<file path="src/logic/shc_map.svh">
// Constant map of the standby, halt and stop controller.
`ifndef SHC_MAP_SVH
`define SHC_MAP_SVH
`define SHC_STAB_SEL_W 3
`define SHC_STAB_CNT_W 8
`define SHC_STAB_SEL_RST 3'h7
`define SHC_STAB_UNIT_NS 800
`define SHC_CLK_NS 50
`define SHC_STAB_UNIT_CYC ((`SHC_STAB_UNIT_NS + `SHC_CLK_NS - 1) / `SHC_CLK_NS)
`define SHC_PRE_W 8
`endif

</file>
<file path="src/logic/shc_pkg.sv">
// Types of the standby, halt and stop controller.
package shc_pkg;
   typedef enum logic [3:0] {
      SHC_RUN = 4'h1,
      SHC_HALT = 4'h2,
      SHC_STOP = 4'h4,
      SHC_WAIT = 4'h8
   } shc_mode_t;
endpackage

</file>
<file path="src/logic/shc_standby_ctrl.sv">
// Standby controller: halt, stop, stabilization wait, regulator and reset pin.
//
// Functional notes
// - Halt instruction stops processor clock.
// - Running high-speed and subsystem oscillators keep oscillating during halt.
// - Interrupt releases halt without stabilization wait.
// - Stop instruction on the main clock halts both high-speed oscillators.
// - Interrupt releases stop mode.
// - Crystal clock selected: wait after stop.
// - Registers, flags, memory retained in standby.
// - Port latches and buffers held unchanged.
// - Halt accepted on main or subsystem clock.
// - Option setting keeps or stops low-speed oscillator.
// - Low-consumption regulator in reset, stop outside debug, sub-only.
// - Counter status and time select registers.
// - Reset-output pin low during reset.
`timescale 1ns/10ps
`default_nettype none
`include "shc_map.svh"
module shc_standby_ctrl
   import shc_pkg::*;
#(
   parameter int PRE_CYC = `SHC_STAB_UNIT_CYC
) (
   // Clock and reset
   input wire logic clock,
   input wire logic rst,
   // Processor requests and state
   input wire logic haltExec,
   input wire logic stopExec,
   input wire logic intReq,
   input wire logic cpuOnSubClock,
   input wire logic debugActive,
   // Clock selection and option bits
   input wire logic crystalSelected,
   input wire logic hsExtRunning,
   input wire logic hsIntRunning,
   input wire logic subRunning,
   input wire logic lowSpeedKeepOpt,
   // Stabilization time select, written by software
   input wire logic stabSelWrite,
   input wire logic [`SHC_STAB_SEL_W-1:0] stabSelData,
   // Reset-output port latch value, written by software
   input wire logic resetPinLatchWrite,
   input wire logic resetPinLatchData,
   // Outputs
   output logic cpuClockEnable,
   output logic hsExtOscEnable,
   output logic hsIntOscEnable,
   output logic subOscEnable,
   output logic lowSpeedOscEnable,
   output logic regulatorLowMode,
   output logic [`SHC_STAB_CNT_W-1:0] osc_stab_counter_status,
   output logic [`SHC_STAB_SEL_W-1:0] osc_stab_time_select,
   output logic reset_output_port_pin,
   output logic standbyHold,
   output logic [3:0] modeState
);
   import shc_pkg::*;

   typedef struct packed {
      shc_mode_t mode;
      logic [`SHC_STAB_CNT_W-1:0] stabCnt;
      logic [`SHC_PRE_W-1:0] pre;
      logic [`SHC_STAB_SEL_W-1:0] stabSel;
      logic hsExt;
      logic hsInt;
      logic sub;
      logic lowSpd;
      logic cpuEn;
      logic regLow;
      logic pinLatch;
      logic pinOut;
      logic hold;
   } shc_state_t;

   shc_state_t st_r;
   shc_state_t st_nxt;
   logic [`SHC_STAB_CNT_W-1:0] target;
   logic tick;

   // Selected wait length: 2^(sel+1)-1 units, saturating in the counter width.
   // A nine-bit shift keeps the largest selection from wrapping to zero.
   assign target = `SHC_STAB_CNT_W'((9'h002 << st_r.stabSel) - 9'h001);
   // One tick per stabilization unit; the unit is a whole number of clock cycles.
   // The prescaler is cleared on release from stop, so the first unit is never short.
   assign tick = (st_r.pre == `SHC_PRE_W'(PRE_CYC - 1));

   always_comb begin
      st_nxt = st_r;
      st_nxt.pre = tick ? '0 : st_r.pre + 1'b1;
      if (stabSelWrite) begin
         st_nxt.stabSel = stabSelData;
      end
      // The latch is kept out of reset on purpose: a high level written before
      // reset survives it, so the pin can mimic a processor reset output.
      if (resetPinLatchWrite) begin
         st_nxt.pinLatch = resetPinLatchData;
      end
      st_nxt.pinOut = st_r.pinLatch;
      case (st_r.mode)
         SHC_RUN: begin
            // Halt is checked first, so it wins when both instructions coincide.
            // halt any clock
            if (haltExec) begin
               st_nxt.mode = SHC_HALT;
               st_nxt.cpuEn = 1'b0;
            // A stop on the subsystem clock is dropped with no flag, since
            // software is required never to issue it.
            // stop on main only
            end else if (stopExec && !cpuOnSubClock) begin
               st_nxt.mode = SHC_STOP;
               st_nxt.cpuEn = 1'b0;
               st_nxt.hsExt = 1'b0;
               st_nxt.hsInt = 1'b0;
               st_nxt.stabCnt = '0;
            end
         end
         SHC_HALT: begin
            if (intReq) begin
               st_nxt.mode = SHC_RUN;
               st_nxt.cpuEn = 1'b1;
            end
         end
         SHC_STOP: begin
            // interrupt release
            // The internal oscillator always restarts; the crystal when selected or when hsExtRunning is set.
            if (intReq) begin
               st_nxt.hsExt = hsExtRunning;
               st_nxt.hsInt = 1'b1;
               st_nxt.pre = '0;
               if (crystalSelected) begin
                  st_nxt.hsExt = 1'b1;
                  st_nxt.mode = SHC_WAIT;
               end else begin
                  st_nxt.mode = SHC_RUN;
                  st_nxt.cpuEn = 1'b1;
               end
            end
         end
         SHC_WAIT: begin
            // count to selected time
            // The count is not cleared on release, so it shows the elapsed units.
            if (st_r.stabCnt >= target) begin
               st_nxt.mode = SHC_RUN;
               st_nxt.cpuEn = 1'b1;
            end else if (tick) begin
               st_nxt.stabCnt = st_r.stabCnt + 1'b1;
            end
         end
         default: begin
            st_nxt.mode = SHC_RUN;
            st_nxt.cpuEn = 1'b1;
         end
      endcase
      if (st_r.mode != SHC_STOP && st_nxt.mode != SHC_STOP) begin
         st_nxt.sub = subRunning;
         if (st_r.mode == SHC_RUN) begin
            st_nxt.hsExt = hsExtRunning;
            st_nxt.hsInt = hsIntRunning;
         end
      end
      // option keeps low-speed
      // The stabilization wait counts as standby, so the option governs it too.
      st_nxt.lowSpd = (st_nxt.mode == SHC_RUN) || lowSpeedKeepOpt;
      // regulator low conditions
      // Taken from the next state, so the regulator moves on the same edge as the mode.
      // Debug operation keeps the normal output during stop.
      st_nxt.regLow = (st_nxt.mode == SHC_STOP && !debugActive) ||
         (cpuOnSubClock && !st_nxt.hsExt && !st_nxt.hsInt &&
          (st_nxt.mode == SHC_RUN || st_nxt.mode == SHC_HALT));

      // Synchronous reset overrides every field but the pin latch.
      if (rst) begin
         st_nxt.mode = SHC_RUN;
         st_nxt.stabCnt = '0;
         st_nxt.pre = '0;
         st_nxt.stabSel = `SHC_STAB_SEL_RST;
         st_nxt.hsExt = 1'b0;
         st_nxt.hsInt = 1'b1;
         st_nxt.sub = 1'b0;
         st_nxt.lowSpd = 1'b1;
         st_nxt.cpuEn = 1'b1;
         st_nxt.regLow = 1'b1;
         st_nxt.pinOut = 1'b0;
      end

      st_nxt.hold = !st_nxt.cpuEn;
   end

   // Reset is folded into the next-state logic, so one plain register holds all state.
   // state held in place
   always_ff @(posedge clock) begin
      st_r <= st_nxt;
   end

   // Every output is a bare register field, with no gate between flop and port.
   assign cpuClockEnable = st_r.cpuEn;
   assign hsExtOscEnable = st_r.hsExt;
   assign hsIntOscEnable = st_r.hsInt;
   assign subOscEnable = st_r.sub;
   assign lowSpeedOscEnable = st_r.lowSpd;
   assign regulatorLowMode = st_r.regLow;
   assign osc_stab_counter_status = st_r.stabCnt;
   assign osc_stab_time_select = st_r.stabSel;
   assign reset_output_port_pin = st_r.pinOut;
   assign standbyHold = st_r.hold;
   assign modeState = st_r.mode;
endmodule // shc_standby_ctrl
`default_nettype wire

</file>
<file path="config.mk">
export PLATFORM = sky130hd
export DESIGN_NAME = shc_standby_ctrl
export DESIGN_NICKNAME = d
export VERILOG_FILES = /design/src/logic/shc_pkg.sv /design/src/logic/shc_standby_ctrl.sv
export VERILOG_INCLUDE_DIRS = /design/src /design/src/logic
export SDC_FILE = /design/constraint.sdc
export NUM_CORES = 1
export LEC_CHECK = 0
export BUFFER_PORTS_ARGS = -buffer_cell sky130_fd_sc_hd__buf_2
export CORE_MARGIN = 3
export CORE_UTILIZATION = 40
export CTS_BUF_LIST = sky130_fd_sc_hd__clkbuf_4
export DETAILED_ROUTE_END_ITERATION = 16
export GPL_ROUTABILITY_DRIVEN = 0
export GPL_TIMING_DRIVEN = 0
export PLACE_DENSITY = 0.67
export SLEW_MARGIN = 20
export SYNTH_ARGS = -nofsm -noshare
export SYNTH_HDL_FRONTEND = slang
export SYNTH_SLANG_ARGS = --single-unit
</file>
<file path="constraint.sdc">
create_clock -name clock -period 3.5 [get_ports clock]
set_input_delay 0.35 -clock clock [delete_from_list [all_inputs] [get_ports clock]]
set_output_delay 0.35 -clock clock [all_outputs]
set_load 0.05 [all_outputs]
</file>
==> Implementation_results.wiki, run 1 <==
{| class="wikitable"
! Metric !! Value
|-
| Power Total || 0.820 mW
|-
| Post-Route WL || 4010 um
|-
| Number of buffers created by CTS || 5
|-
| Number of pins exceeding their max-slew limit in the final report || 0
|-
| Placement row count || 24
|-
| Maximum Capacitance Violations || 0
|-
| Leakage power || 1.04 nW
|-
| Clk root buf || clkbuf_4
|-
| Pwr/cell area || 352 mW/mm2
|-
| Area Growth Syn to Fin || 17.5%
|-
| Global route total overflow || 0
|-
| Wire length of the first global-routing pass || 7110 um
|-
| R2r setup slk || 260 ps
|-
| Post-Route Hold Slack || 178 ps
|-
| Critical path, cell by cell || clkbuf_1, or3_1, ha_1, clkbuf_1, xor2_1, nor2_1, a21oi_1, ha_1, a21oi_1, nand3_4, a21oi_2, nor2_1, or4_1
|-
| TritonCTS clock tree || yes
|-
| Post-placement worst setup slack || 187 ps
|-
| Number of synthesized flops with an enable pin || 1
|-
| Clk_skew || 13.7 ps
|-
| Total vias in the final route || 1678
|-
| Commonest cells after routing, fill and taps aside || buf_2 (41), dfxtp_1 (31), nor2_1 (25)
|-
| Pre-Repair DR Iteration Count || 4
|-
| Setup CP Type || reg2reg
|-
| # Post-CTS Setup Buffers || 0
|-
| Maximum VDD drop || 0.181 mV
|-
| Sequential cell area fraction in the yosys report || 0.328
|-
| Cell with the largest stage delay on the worst path || or4_1
|-
| Required time at the worst-slack endpoint || 3730 ps
|-
| RSZ-0062 raised after global routing || false
|-
| H-tree level count || 2
|-
| PortBufs || 39
|-
| Ys flop type || dfxtp_1
|-
| Clock period minus final worst setup slack || 3240 ps
|-
| Instance count of the mapped netlist || 223
|-
| Area of all placed cells without fillers || 0.00233 mm2
|-
| Cell area after placement || 0.00226 mm2
|-
| Half-perimeter wire length after detailed placement || 3080 um
|-
| Async set-or-reset flop fraction in the synthesized netlist || 0
|-
| Startpoint class of the critical path || register
|-
| Post-DR vias/cell || 5.02
|-
| Final design utilization || 0.510
|-
| Initial detailed-routing violation count || 82
|-
| Final net count || 296
|-
| Tightest Pin Transition || 729 ps
|-
| Largest net degree at the start of global routing || 11
|-
| Floorplan core area || 0.00456 mm2
|-
| Total placed cells including tap cells || 327
|-
| Post-route DRC violation count || 0
|-
| Critical path endpoint category || register
|-
| Antenna Nets Post-Route || 0
|-
| Area of the mapped netlist || 0.00198 mm2
|-
| Buffers from clock root to sink, at most || 2
|-
| Mapped Avg Cell Area || 8.88 um2
|-
| Antenna violations before repair || 0
|-
| Share of post-route cells with drive strength above 1 || 0.327
|-
| Data arrival at the endpoint of the critical path || 3470 ps
|-
| Die H || 76.4 um
|-
| # setup viols final || 0
|-
| Maximum frequency from static timing analysis || 309 MHz
|-
| Slowest Stage Delay on Critical Path || 480 ps
|-
| Number of synthesized register bits || 32
|-
| Final Worst Setup Slack || 259 ps
|-
| Synthesis Warnings || 0
|-
| Setup TNS after final layout || 0 ps
|-
| Post-layout instance count excluding filler cells || 334
|-
| Unique cell type count in the Yosys netlist || 51
|-
| Effective utilization at floorplan || 0.434
|-
| Count of pins on the block boundary || 41
|-
| Vias in the first global route || 1584
|-
| Clock tree sinks || 32
|-
| Antenna cells || 0
|-
| Remaining max-slew budget at the tightest pin || 0.507
|-
| Routed wire per std cell || 12.0 um
|-
| Commonest non-fill, non-tap cell in the layout || buf_2
|-
| Global-route usage over all layers || 0.147
|-
| Post-Synthesis Net Count || 251
|-
| Result of the run || complete, no violations
|-
| Chip Width || 76.4 um
|-
| CP Max Fanout || 8
|-
| Hold crit path type || in2reg
|-
| Hold Fails Final Rpt || 0
|-
| Clock-pin transition on the worst setup and hold timing paths || 100 ps
|-
| Post-route fraction of the period consumed by the critical path || 0.926
|-
| Latest clock arrival within the worst-skew pair || 340 ps
|-
| Total Die Area || 0.00583 mm2
|}
## area by class of cell
cell class                      count  area (um2)
Buffer                             23         156
Clock inverter                      1        3.75
Timing Repair Buffer               39         195
Inverter                           11        41.3
Multi-Input combinational cell    156        1150
Sequential cell                    32         651
Fill cell                         451        2240
Clock buffer                        7        52.6
Tap cell                           65        81.3
## cells in the mapped netlist, types with 2 or more instances
master | count | share of area
a21o_1 | 2 | 0.0076
inv_1 | 10 | 0.019
nor4b_1 | 3 | 0.013
or2_2 | 3 | 0.0095
or3_1 | 3 | 0.0095
nor2b_1 | 2 | 0.0063
mux2i_1 | 2 | 0.010
buf_2 | 2 | 0.0051
and2_1 | 2 | 0.0063
nor4_1 | 2 | 0.0063
nor4b_4 | 2 | 0.024
a311oi_1 | 2 | 0.0088
a21oi_1 | 15 | 0.038
ha_1 | 10 | 0.063
nand3_1 | 9 | 0.023
nand2_1 | 17 | 0.032
and3_1 | 2 | 0.0063
a2111oi_2 | 5 | 0.038
clkbuf_1 | 5 | 0.0095
xnor2_1 | 10 | 0.044
o211ai_1 | 2 | 0.0076
nand4_1 | 3 | 0.0095
or4b_4 | 2 | 0.014
a31oi_1 | 2 | 0.0063
nor2_1 | 25 | 0.047
nor3_1 | 3 | 0.0076
a41o_1 | 2 | 0.010
o21ai_0 | 4 | 0.010
buf_4 | 16 | 0.061
dfxtp_1 | 31 | 0.31
or3b_2 | 2 | 0.0088
xor2_1 | 4 | 0.018
## per-layer routing
metal	GRT usage	vias up	wire length, um
met2	0.230	56	1790
met1	0.189	747	1900
met3	0.0496	6	280
met5	0	-	0
met4	0.0489	0	45
li1	-	869	-
## critical path, delay by kind of cell (launching register included)
kind	cells	cell delay [ps]
AND/OR/NAND/NOR	5	1280
buffers and inverters	2	330
AO/OA/AOI/OAI	3	490
adder cells (fa/ha/maj)	2	520
flip-flops	1	320
XOR/XNOR	1	170
## report_power, final
part | internal, mW | switching [mW]
logic | 0.0695 | 0.132
registers | 0.386 | 0.0125
clock network | 0.0927 | 0.127
total | 0.548 | 0.272
## sequential cells by signal (all words and copies together), names as in the netlist
name,flops
st_r,9
subOscEnable,1
osc_stab_counter_status,8
hsIntOscEnable,1
regulatorLowMode,1
standbyHold,1
reset_output_port_pin,1
cpuClockEnable,1
hsExtOscEnable,1
osc_stab_time_select,3
lowSpeedOscEnable,1
modeState,4
## what timing repair did
action                                  CTS  global route
hold buffers                              0             0
resized for setup                         0             3
hold endpoints to repair                  0             0
endpoints found under the setup margin    0             6
## final timing paths
check / startpoint / end / cells after the start
worst min-delay path: resetPinLatchData / st_r[2] / 1
worst max-delay path: osc_stab_time_select[0] / cpuClockEnable / 13
worst max register to register: osc_stab_time_select[0] / cpuClockEnable / 13
worst min register to register: st_r[12] / st_r[12] / 1
## cells by family after synthesis
family	count (synthesis)	share of synthesized area
and+or+nand+nor	86	0.251
AOI/OAI and AO/OA	44	0.184
buffers and inverters	35	0.102
DFF	32	0.328
xor gates and xnor gates	14	0.0619
adders and majority gates	10	0.0632
muxes	2	0.0101
Power figures use the tool's default switching activity.
==> run 2: changes to the inputs <==
- CELL_PAD_IN_SITES_DETAIL_PLACEMENT: not set -> 0
- CELL_PAD_IN_SITES_GLOBAL_PLACEMENT: not set -> 1
- PLACE_DENSITY: 0.67 -> 0.84
==> run 2 against run 1 <==
Maximum frequency shrank 1.2%; die area unchanged; global-route usage is 0.47 points higher; clock skew hardly changed; via count fell by 0.60%; core utilization shrank 0.11 points; critical path depth stayed put; final area shrank 0.21%; sequential cell count unchanged; critical endpoint unchanged; largest cell class unchanged; largest power group unchanged.
==> Implementation_results.wiki, run 2 (synthesized netlist as in run 1, its figures left out) <==
{| class="wikitable"
! Metric !! Value
|-
| Startpoint class of the critical path || register
|-
| Pwr/cell area || 349 mW/mm2
|-
| Hold crit path type || in2reg
|-
| Result of the run || complete, no violations
|-
| Post-route fraction of the period consumed by the critical path || 0.937
|-
| Global route total overflow || 0
|-
| Kind of cell adding the most delay to the critical path || simple AND/OR/NAND/NOR gates
|-
| Power Total || 0.809 mW
|-
| Clk root buf || clkbuf_4
|-
| Global-route usage over all layers || 0.152
|-
| Area Growth Syn to Fin || 17.2%
|-
| Number of buffers created by CTS || 5
|-
| Cell area after placement || 0.00226 mm2
|-
| RSZ-0062 raised after global routing || false
|-
| Post-DR vias/cell || 4.99
|-
| Clock period minus final worst setup slack || 3280 ps
|-
| Clk_skew || 14.0 ps
|-
| Pre-Repair DR Iteration Count || 4
|-
| Count of pins on the block boundary || 41
|-
| Post-route DRC violation count || 0
|-
| Effective utilization at floorplan || 0.434
|-
| Critical path, cell by cell || clkbuf_1, or3_1, ha_1, clkbuf_1, xor2_1, nor2_1, a21oi_1, ha_1, a21oi_1, nand3_4, a21oi_2, nor2_1, or4_1
|-
| Commonest cells after routing, fill and taps aside || buf_2 (41), dfxtp_1 (31), nor2_1 (25)
|-
| Leakage power || 1.04 nW
|-
| TritonCTS clock tree || yes
|-
| Setup CP Type || reg2reg
|-
| Remaining max-slew budget at the tightest pin || 0.520
|-
| Routed wire per std cell || 12.3 um
|-
| Total Die Area || 0.00583 mm2
|-
| Placement row count || 24
|-
| Required time at the worst-slack endpoint || 3720 ps
|-
| Post-Route WL || 4120 um
|-
| Register with the most flip-flops || st_r
|-
| PortBufs || 39
|-
| Half-perimeter wire length after detailed placement || 3080 um
|-
| Area of all placed cells without fillers || 0.00232 mm2
|-
| Tightest Pin Transition || 711 ps
|-
| Data arrival at the endpoint of the critical path || 3490 ps
|-
| Clock tree sinks || 32
|-
| Commonest non-fill, non-tap cell in the layout || buf_2
|-
| Initial detailed-routing violation count || 91
|-
| Final design utilization || 0.509
|-
| PostCTS Resize Cnt || 0
|-
| Hold-fix buffer count after cts || 0
|-
| Wire length of the first global-routing pass || 7290 um
|-
| Final net count || 296
|-
| Die H || 76.4 um
|-
| # setup viols final || 0
|-
| Hold Fails Final Rpt || 0
|-
| Maximum Capacitance Violations || 0
|-
| Chip Width || 76.4 um
|-
| Floorplan core area || 0.00456 mm2
|-
| Flip-flop count of the largest register, all copies and words added || 9
|-
| Slowest Stage Delay on Critical Path || 510 ps
|-
| Number of pins exceeding their max-slew limit in the final report || 0
|-
| # Post-CTS Setup Buffers || 0
|-
| Clock-pin transition on the worst setup and hold timing paths || 110 ps
|-
| Antenna violations before repair || 0
|-
| CP Max Fanout || 8
|-
| Cell with the largest stage delay on the worst path || or4_1
|-
| Vias in the first global route || 1581
|-
| Setup TNS after final layout || 0 ps
|-
| H-tree level count || 2
|-
| Final Worst Setup Slack || 221 ps
|-
| Share of post-route cells with drive strength above 1 || 0.327
|-
| Fill cells || 462
|-
| Largest net degree at the start of global routing || 11
|-
| Buffers & Inverters on Critical Path || 2
|-
| Maximum frequency from static timing analysis || 305 MHz
|-
| Buffers from clock root to sink, at most || 2
|-
| Post-placement worst setup slack || 154 ps
|-
| Latest clock arrival within the worst-skew pair || 340 ps
|-
| Maximum VDD drop || 0.227 mV
|-
| Total vias in the final route || 1668
|-
| Critical path endpoint category || register
|-
| Antenna cells || 0
|-
| Antenna Nets Post-Route || 0
|}
run 2: final timing paths:
kind	cells past startpoint	endpoint	from	slack [ps]
max	13	cpuClockEnable	osc_stab_time_select[0]	220
min	1	st_r[2]	resetPinLatchData	170
max reg2reg	13	cpuClockEnable	osc_stab_time_select[0]	220
min reg2reg	1	st_r[12]	st_r[12]	460
run 2: area by class of cell:
type,count,area [um2],area share
multi-input combinational,156,1150,0.494
sequential,32,651,0.280
timing repair buffer,39,195,0.0841
tap,65,81.3,0.0350
buffer,23,156,0.0673
clock buffer,5,37.5,0.0162
clock inverter,3,13.8,0.00593
inverter,11,41.3,0.0178
run 2: layer usage:
| metal | vias up | GRT usage | share of wire | wire length [um] |
|---|---|---|---|---|
| met5 | - | 0 | 0 | 0 |
| met2 | 42 | 0.231 | 0.43 | 1780 |
| met4 | 0 | 0.0489 | 0.0083 | 34 |
| met1 | 748 | 0.204 | 0.51 | 2090 |
| li1 | 874 | - | - | - |
| met3 | 4 | 0.0449 | 0.053 | 220 |
run 2: stage by stage:
step / cells / hold slack, ps
2_1_floorplan: 223 / 418
3_3_place_gp: 327 / 435
3_5_place_dp: 327 / 439
4_1_cts: 335 / 155
5_1_grt: 334 / 138
6_report: 334 / 172
run 2: where the power goes:
group	leakage, nW	switching (mW)	total [mW]	internal, mW
Combinational	0.743	0.133	0.202	0.0696
Clock	0.0324	0.135	0.208	0.0737
Sequential	0.264	0.0128	0.399	0.386
